===== src/strict_wrap_regs.vh =====
// Register map, field positions, reset values and timing for the filter
`ifndef STRICT_WRAP_REGS_VH
`define STRICT_WRAP_REGS_VH

// Word offsets on the register bus (byte addresses)
`define REG_CTRL_ADDR 4'h0
`define REG_PURGE_LEN_ADDR 4'h4
`define REG_STATUS_ADDR 4'h8
`define REG_DROP_CNT_ADDR 4'hc

// Control register fields
`define CTRL_PURGE_EN_BIT 0
`define CTRL_SW_UNWRAP_BIT 1
`define CTRL_RESET 32'h0000_0001

// Status register fields
`define STAT_PURGE_ACTIVE_BIT 0
`define STAT_QUEUE_PURGE_BIT 1
`define STAT_PROTECT_BIT 2

// Purge duration: time in microseconds, clock in MHz
`define PURGE_TIME_US 15000
`define CLK_FREQ_MHZ 25
`define PURGE_CYCLES (`PURGE_TIME_US * `CLK_FREQ_MHZ)

`define DROP_CNT_RESET 32'h0000_0000

`endif

===== src/purge_timer.v =====
// Countdown timer that holds the post-unwrap purge state
`timescale 1ns/1ps
module purge_timer #(
  parameter CW = 24
) (
  input wire clk,
  input wire srst,
  input wire start,
  input wire [CW-1:0] load_value,
  output wire active,
  output reg [CW-1:0] count_q
);

  reg [CW-1:0] count_d;

  // A restart during a running purge reloads the full length
  always @* begin
    count_d = count_q;
    if (start) begin
      count_d = load_value;
    end else if (count_q != {CW{1'b0}}) begin
      count_d = count_q - {{(CW-1){1'b0}}, 1'b1};
    end
  end

  always @(posedge clk) begin
    if (srst) begin
      count_q <= {CW{1'b0}};
    end else begin
      count_q <= count_d;
    end
  end

  assign active = (count_q != {CW{1'b0}});

endmodule


===== src/strict_wrap_filter.v =====
// Strict-order wrap eligibility, hop-limit handling and unwrap purge
//
// Behaviour
// - Launched frames leave with marker cleared
// - Primary-to-secondary wrap needs permit, clear marker, match
// - Source station sets marker on secondary pass
// - Secondary-to-primary wrap needs permit and marker
// - Hop limit decremented once on first wrap
// - Hop limit unchanged while on secondary ringlet
// - Normal decrement resumes after wrap back
// - Stranded secondary frames dropped without protection event
// - After unwrap drop mismatched strict frames everywhere
// - Purge persists for set duration
// - Queue purge until read reaches captured pointer
// - Arriving mismatched strict frames dropped during purge
// - Purge length timed, fifteen ms default
// - Rewrap during purge may lose, never reorder
// - Strict only when ordering flag is one
//
// Register access over Avalon-MM and the register offsets were decided locally.
`timescale 1ns/1ps
`include "strict_wrap_regs.vh"
module strict_wrap_filter #(
  parameter HW = 8,
  parameter PW = 8,
  parameter TW = 24,
  parameter [TW-1:0] PURGE_LEN = `PURGE_CYCLES
) (
  input wire clk,
  input wire srst,
  // Avalon-MM slave
  input wire [3:0] avs_address,
  input wire avs_read,
  input wire avs_write,
  input wire [31:0] avs_writedata,
  output reg [31:0] avs_readdata,
  output wire avs_waitrequest,
  // Protection context from the station
  input wire unwrap_event,
  input wire protect_active,
  input wire wrap_here,
  // Frame header stream in
  input wire rx_valid,
  output wire rx_ready,
  input wire rx_local_add,
  input wire rx_traveled,
  input wire rx_ringlet_ident,
  input wire rx_data_frame,
  input wire rx_ordering_strict_flag,
  input wire rx_wrap_permit_bit,
  input wire rx_past_origin_marker,
  input wire rx_source_here,
  input wire [HW-1:0] rx_hop_limit,
  // Frame header stream out
  output wire tx_valid,
  input wire tx_ready,
  output reg tx_ringlet_out_q,
  output reg tx_ringlet_ident_q,
  output reg tx_past_origin_marker_q,
  output reg tx_wrapped_q,
  output reg [HW-1:0] tx_hop_limit_q,
  output reg drop_pulse_q,
  // Secondary transit queue read-side check
  input wire [PW-1:0] stq_wr_ptr,
  input wire [PW-1:0] stq_rd_ptr,
  input wire stq_rd_valid,
  input wire stq_rd_strict,
  input wire stq_rd_data_frame,
  input wire stq_rd_ringlet_ident,
  input wire stq_rd_traveled,
  output wire stq_rd_discard
);

  reg ack_q;
  reg [31:0] ctrl_q;
  reg [TW-1:0] purge_len_q;
  reg [31:0] drop_cnt_q;
  reg [PW-1:0] mark_q;
  reg queue_purge_q;
  reg queue_purge_d;
  reg tx_valid_q;
  reg drop_d;
  reg pass_d;
  reg ringlet_out_d;
  reg marker_d;
  reg wrapped_d;
  reg [HW-1:0] hop_d;
  wire bus_req;
  wire wr_take;
  wire rd_take;
  wire sw_unwrap;
  wire unwrap_any;
  wire purge_active;
  wire purge_en;
  wire rx_take;
  wire on_primary;
  wire rx_strict;
  wire rx_mismatch;
  wire hop_zero;
  wire [TW-1:0] timer_count;
  wire [HW-1:0] hop_dec;

  // Bus: one wait cycle, request taken on the second edge
  assign bus_req = avs_read | avs_write;
  assign avs_waitrequest = bus_req & ~ack_q;
  assign wr_take = avs_write & ack_q;
  assign rd_take = avs_read & ack_q;

  always @(posedge clk) begin
    if (srst) begin
      ack_q <= 1'b0;
    end else begin
      ack_q <= bus_req & ~ack_q;
    end
  end

  assign purge_en = ctrl_q[`CTRL_PURGE_EN_BIT];
  assign sw_unwrap = wr_take && (avs_address == `REG_CTRL_ADDR) &&
                     avs_writedata[`CTRL_SW_UNWRAP_BIT];
  // Software and protection logic may both start the purge
  assign unwrap_any = purge_en & (unwrap_event | sw_unwrap);

  always @(posedge clk) begin
    if (srst) begin
      ctrl_q <= `CTRL_RESET;
      purge_len_q <= PURGE_LEN;
    end else if (wr_take) begin
      if (avs_address == `REG_CTRL_ADDR) begin
        // Unwrap request bit is a strobe and is not stored
        ctrl_q <= {31'h0000_0000, avs_writedata[`CTRL_PURGE_EN_BIT]};
      end else if (avs_address == `REG_PURGE_LEN_ADDR) begin
        purge_len_q <= avs_writedata[TW-1:0];
      end
    end
  end

  // Read data is loaded on the wait cycle so it stands at the accepting edge
  always @(posedge clk) begin
    if (srst) begin
      avs_readdata <= 32'h0000_0000;
    end else if (avs_read & ~ack_q) begin
      if (avs_address == `REG_CTRL_ADDR) begin
        avs_readdata <= ctrl_q;
      end else if (avs_address == `REG_PURGE_LEN_ADDR) begin
        avs_readdata <= {{(32-TW){1'b0}}, purge_len_q};
      end else if (avs_address == `REG_STATUS_ADDR) begin
        avs_readdata <= {29'h0000_0000, protect_active, queue_purge_q,
                         purge_active};
      end else if (avs_address == `REG_DROP_CNT_ADDR) begin
        avs_readdata <= drop_cnt_q;
      end else begin
        avs_readdata <= 32'h0000_0000;
      end
    end
  end

  // Purge window, restarted by every unwrap
  purge_timer #(
    .CW(TW)
  ) u_timer (
    .clk(clk),
    .srst(srst),
    .start(unwrap_any),
    .load_value(purge_len_q),
    .active(purge_active),
    .count_q(timer_count)
  );

  // Transit queue: capture the write pointer, purge until read reaches it
  always @* begin
    queue_purge_d = queue_purge_q;
    if (queue_purge_q && stq_rd_ptr == mark_q) begin
      queue_purge_d = 1'b0;
    end
    if (unwrap_any) begin
      queue_purge_d = 1'b1; // new unwrap wins over the end
    end
  end

  always @(posedge clk) begin
    if (srst) begin
      queue_purge_q <= 1'b0;
      mark_q <= {PW{1'b0}};
    end else begin
      queue_purge_q <= queue_purge_d;
      if (unwrap_any) begin
        mark_q <= stq_wr_ptr;
      end
    end
  end

  // Queue entries are checked against the ringlet they travel
  assign stq_rd_discard = stq_rd_valid & stq_rd_data_frame &
                          stq_rd_strict &
                          (stq_rd_ringlet_ident != stq_rd_traveled) &
                          (queue_purge_q | purge_active);

  // Arriving frame classification
  assign on_primary = (rx_ringlet_ident == rx_traveled);
  assign rx_strict = rx_data_frame & rx_ordering_strict_flag;
  assign rx_mismatch = ~on_primary;
  assign hop_zero = (rx_hop_limit == {HW{1'b0}});
  assign hop_dec = rx_hop_limit - {{(HW-1){1'b0}}, 1'b1};

  always @* begin
    drop_d = 1'b0;
    ringlet_out_d = rx_traveled;
    marker_d = rx_past_origin_marker;
    wrapped_d = 1'b0;
    hop_d = rx_hop_limit;
    if (rx_local_add) begin
      marker_d = 1'b0;
    end else if (purge_active && rx_strict && rx_mismatch) begin
      // Rewrapped frames are lost here rather than reordered
      drop_d = 1'b1;
    end else if (wrap_here && on_primary) begin
      if (rx_wrap_permit_bit && !rx_past_origin_marker && !hop_zero) begin
        ringlet_out_d = ~rx_traveled;
        wrapped_d = 1'b1;
        hop_d = hop_dec;
      end else begin
        drop_d = 1'b1;
      end
    end else if (wrap_here) begin
      if (rx_wrap_permit_bit && rx_past_origin_marker && !hop_zero) begin
        ringlet_out_d = ~rx_traveled;
        wrapped_d = 1'b1;
        hop_d = hop_dec;
      end else begin
        drop_d = 1'b1;
      end
    end else if (rx_mismatch) begin
      if (!protect_active) begin
        drop_d = 1'b1;
      end else if (rx_source_here) begin
        marker_d = 1'b1;
      end
    end else if (hop_zero) begin
      drop_d = 1'b1;
    end else begin
      hop_d = hop_dec;
    end
    pass_d = ~drop_d;
  end

  // One output stage; a stalled output holds the input back
  assign rx_ready = ~tx_valid_q | tx_ready;
  assign rx_take = rx_valid & rx_ready;
  assign tx_valid = tx_valid_q;

  always @(posedge clk) begin
    if (srst) begin
      tx_valid_q <= 1'b0;
      tx_ringlet_out_q <= 1'b0;
      tx_ringlet_ident_q <= 1'b0;
      tx_past_origin_marker_q <= 1'b0;
      tx_wrapped_q <= 1'b0;
      tx_hop_limit_q <= {HW{1'b0}};
      drop_pulse_q <= 1'b0;
    end else begin
      drop_pulse_q <= rx_take & drop_d;
      if (rx_take) begin
        tx_valid_q <= pass_d;
        tx_ringlet_out_q <= ringlet_out_d;
        tx_ringlet_ident_q <= rx_ringlet_ident;
        tx_past_origin_marker_q <= marker_d;
        tx_wrapped_q <= wrapped_d;
        tx_hop_limit_q <= hop_d;
      end else if (tx_ready) begin
        tx_valid_q <= 1'b0;
      end
    end
  end

  // Counts cycles with a stream drop or a queue discard; saturates rather than wraps
  always @(posedge clk) begin
    if (srst) begin
      drop_cnt_q <= `DROP_CNT_RESET;
    end else if (((rx_take & drop_d) | stq_rd_discard) &&
                 drop_cnt_q != 32'hffff_ffff) begin
      drop_cnt_q <= drop_cnt_q + 32'h0000_0001;
    end
  end

endmodule


===== config.mk =====
export PLATFORM = sky130hd
export DESIGN_NAME = strict_wrap_filter
export DESIGN_NICKNAME = d
export VERILOG_FILES = /design/src/purge_timer.v /design/src/strict_wrap_filter.v
export VERILOG_INCLUDE_DIRS = /design/src
export SDC_FILE = /design/constraint.sdc
export NUM_CORES = 1
export LEC_CHECK = 0
export BUFFER_PORTS_ARGS = -buffer_cell sky130_fd_sc_hd__buf_2
export CORE_MARGIN = 2
export CORE_UTILIZATION = 41
export DETAILED_ROUTE_END_ITERATION = 16
export GPL_TIMING_DRIVEN = 0
export PLACE_DENSITY_LB_ADDON = 0.1
export SYNTH_ARGS = -nofsm -noshare
export SYNTH_HDL_FRONTEND = slang
export SYNTH_SLANG_ARGS = --single-unit

===== constraint.sdc =====
create_clock -name clk -period 6.75 [get_ports clk]
set_input_delay 1.35 -clock clk [delete_from_list [all_inputs] [get_ports clk]]
set_output_delay 1.35 -clock clk [all_outputs]
set_load 0.03 [all_outputs]

==> metrics.yaml <==
floorplanning:
  core_area_um2: 15700
  die_h_um: 130
  dieArea_um2: 16900
  io-pin-count: 131
  num_rows: 46
  initial_core_util_pct: 41.4
  die_x_um: 130
synth:
  ys_ff_latch: 137
  synth_sequential_area_ratio_pct: 42.1
  ys.flop_type: "dfxtp_1"
  syn_nets: 886
  synth_top_family_by_area: "simple AND/OR/NAND/NOR gates"
  synth_compound_area_share_pct: 17.0
  synth-xor-area-share_pct: 6.32
  syn-cell-area_um2: 6510
  synth-simple-area-share_pct: 27.7
  syn_avg_cell_area_um2: 8.15
  synth_cells: 799
  netlist-cell-type-count: 62
  synth_warnings: 0
  synthAdderAreaFrac_pct: 0.961
  synthMuxAreaShare_pct: 2.08
  async_flop_share_pct: 0
  synth_edf_count: 0
global_route:
  grt_pass1_vias: 5825
  antenna_found_initial: 1
  grt_max_degree: 17
  grt_pass1_wl_mm: 31.5
  grt.overflow.total: 0
  track_usage_pct: 24.5
sta:
  finClkSkew_ns: 0.00825
  hold_viol: 0
  drv_slew: 0
  whs_ns: 0.449
  final.period_utilization_pct: 67.8
  slew_headroom_pct: 51.5
  finalSetupViolCount: 0
  setup_ws_ns: 2.17
  min_period_ns: 4.58
  tightest_slew_ns: 0.727
  max_freq_mhz: 218
  tns_ns: 0
  rsz0062_at_grt: "no"
place:
  placed_area_um2: 7380
  place_congestion: 0.847
  place_inst: 1134
  portBuffers: 119
  hpwl_mm: 15.2
  place_ws_ns: 2.65
critical_path:
  reg2regPathDepth: 9
  slowest_delay_ns: 0.60
  cp-end-kind: "primary output"
  r2r_start: "u_timer.count_q[0]"
  crit_path_end: "stq_rd_discard"
  critPathKind: "flop to primary output"
  rrSetupSlack_ns: 3.53
  cpMostUsedCell: "buf_2"
  cp-start-kind: "flop"
  slowest_stage: "or4b_2"
  worstPathArrival_ns: 3.23
  cp_max_fo: 10
  startpoint: "u_timer.count_q[0]"
  required_ns: 5.40
  crit_chain: "inv_1, ha_1, or4b_2, nor4_2, and2_0, clkbuf_1, buf_2, a21oi_1, buf_2"
  rr_endpoint: "drop_cnt_q[19]"
layout:
  layout.cells.non_filler: 1166
  nNetsFinal: 1024
  drive_above_1_share_pct: 18.3
  area_growth_pct: 23.1
  fillers: 1596
  design_area_um2: 8010
  antenna_cells: 0
worst_hold_path:
  hold_path.class: "flop to flop"
cts:
  clk_latency_ns: 0.42
  cts_buffer_depth: 2
  cts_buffers: 17
  cts.clk_slew.worst_paths_ns: 0.06
  postCtsResizedCells: 0
  cts_hold_buf: 0
  postCtsSetupBuffers: 0
  cts_tree: "done"
  htreeDepth: 4
  root_buffer: "clkbuf_16"
  cts.sinks: 137
drt:
  drcViolationCount: 0
  ant_nets: 0
  dr.pass1.iters: 5
  viasPerCell: 5.36
  wl_mm: 20.2
  vias: 6247
  first_iter_violations: 432
  wire_per_inst_um: 17.3
job:
  timing.max_cap.violations: 0
pwr:
  pwr_density_cell_nw_per_um2: 264
  p_leak_nw: 3.04
  peakVddDrop_v: 0.000194
status:
  status: "finished clean"
where the power goes:
part	switching (mW)	internal [mW]	total, mW
logic	0.162	0.0945	0.257
clock network	0.351	0.645	0.996
registers	0.0249	0.841	0.866
placed cells by master (no fill, tap or decap), types with 3 or more instances in the layout:
cell type | Yosys | routed
bufinv_16 | 0 | 4
clkinvlp_4 | 0 | 3
inv_1 | 10 | 10
nor3_1 | 37 | 37
clkbuf_1 | 45 | 45
o21ai_1 | 3 | 3
clkbuf_8 | 0 | 3
nand2b_1 | 7 | 7
a221oi_1 | 22 | 22
or4_1 | 8 | 8
xnor2_1 | 38 | 38
o21ai_0 | 13 | 13
a21oi_1 | 63 | 63
a311oi_1 | 6 | 6
a22oi_1 | 7 | 7
mux2i_1 | 6 | 6
buf_2 | 5 | 124
nand3b_1 | 13 | 13
nor2_1 | 99 | 99
nor2b_1 | 11 | 11
a2111oi_0 | 4 | 4
dfxtp_1 | 137 | 137
xor2_1 | 9 | 9
nand3_1 | 33 | 33
nor4_1 | 10 | 10
and2_1 | 5 | 5
ha_1 | 5 | 5
or3_1 | 5 | 5
and4_1 | 3 | 3
clkinv_2 | 0 | 4
a211oi_1 | 24 | 24
a31oi_1 | 3 | 3
clkbuf_16 | 0 | 17
nand4_1 | 13 | 13
nand2_1 | 113 | 113
final cells by class:
cell class,count,area [µm²],share of cell area [%]
inverters,10,37.5,0.468
repair buffers,119,596,7.43
well taps,216,270,3.37
flip-flops and latches,137,2740,34.2
clock buffers,20,467,5.82
plain buffers,52,213,2.65
clock inverters,12,171,2.14
multi-input cells,600,3520,43.9
kinds of logic after synthesis:
| group | count (synthesis) |
|---|---|
| AND/OR/NAND/NOR | 373 |
| AO/OA/AOI/OAI | 164 |
| flip-flops | 137 |
| buffers and inverters | 62 |
| XOR/XNOR | 47 |
| multiplexers | 11 |
| adder cells (fa/ha/maj) | 5 |
worst min path at each step:
stage                               to               from  cells after the start  slack, ns
floorplan           u_timer.count_q[0]     purge_len_q[0]                      2       0.44
global placement     tx_hop_limit_q[1]  tx_hop_limit_q[1]                      2       0.44
detailed placement    avs_readdata[31]   avs_readdata[31]                      2       0.44
CTS                  tx_hop_limit_q[1]  tx_hop_limit_q[1]                      2       0.46
global route          avs_readdata[28]   avs_readdata[28]                      2       0.47
finish               tx_hop_limit_q[1]  tx_hop_limit_q[1]                      2       0.45
per-layer routing:
layer	up-vias	track usage (%)	share of wire, %
li1	3132	-	-
met4	2	7.53	1.6
met2	177	39.1	46
met1	2905	33.1	47
met5	-	0	0.069
met3	31	5.41	5.7
stage by stage:
step                power [mW]  util (%)
CTS                       2.13      51.0
finish                    2.12      51.0
floorplan                 1.05         -
global placement          1.14      46.9
global route              2.20      51.0
detailed placement        1.14      46.9
critical path: cells and delay by family, from the launching register on:
family                   cells  cell delay [ns]
AND/OR/NAND/NOR              3             1.34
flip-flops                   1             0.32
adder cells (fa/ha/maj)      1             0.17
buffers and inverters        4             0.88
AO/OA/AOI/OAI                1             0.10
synth_stat cells, drive strengths merged, types with 3 or more instances:
cell type | number | area share (%)
a2111oi | 4 | 0.54
a211oi | 25 | 3.0
a21oi | 64 | 5.0
a221oi | 22 | 3.0
a22oi | 7 | 0.81
a311oi | 6 | 0.81
a31oi | 3 | 0.29
and2 | 7 | 0.67
and4 | 4 | 0.58
buf | 7 | 0.67
clkbuf | 45 | 2.6
dfxtp | 137 | 42
ha | 5 | 0.96
inv | 10 | 0.58
mux2 | 4 | 0.81
mux2i | 6 | 0.92
nand2 | 113 | 6.5
nand2b | 7 | 0.67
nand3 | 33 | 2.5
nand3b | 13 | 1.5
nand4 | 13 | 1.2
nor2 | 99 | 5.7
nor2b | 11 | 1.1
nor3 | 38 | 3.0
nor4 | 12 | 1.5
o21ai | 16 | 1.2
or3 | 5 | 0.48
or4 | 8 | 0.92
xnor2 | 38 | 5.1
xor2 | 9 | 1.2
sequential cells by signal (all words and copies together) (netlist names):
| name | count |
|---|---|
| tx_hop_limit_q | 8 |
| tx_ringlet_ident_q | 1 |
| ack_q | 1 |
| tx_ringlet_out_q | 1 |
| avs_readdata | 32 |
| ctrl_q | 1 |
| u_timer.count_q | 24 |
| tx_valid | 1 |
| purge_len_q | 24 |
| drop_cnt_q | 32 |
| mark_q | 8 |
| queue_purge_q | 1 |
| tx_past_origin_marker_q | 1 |
| tx_wrapped_q | 1 |
| drop_pulse_q | 1 |
Power figures use the tool's default switching activity.
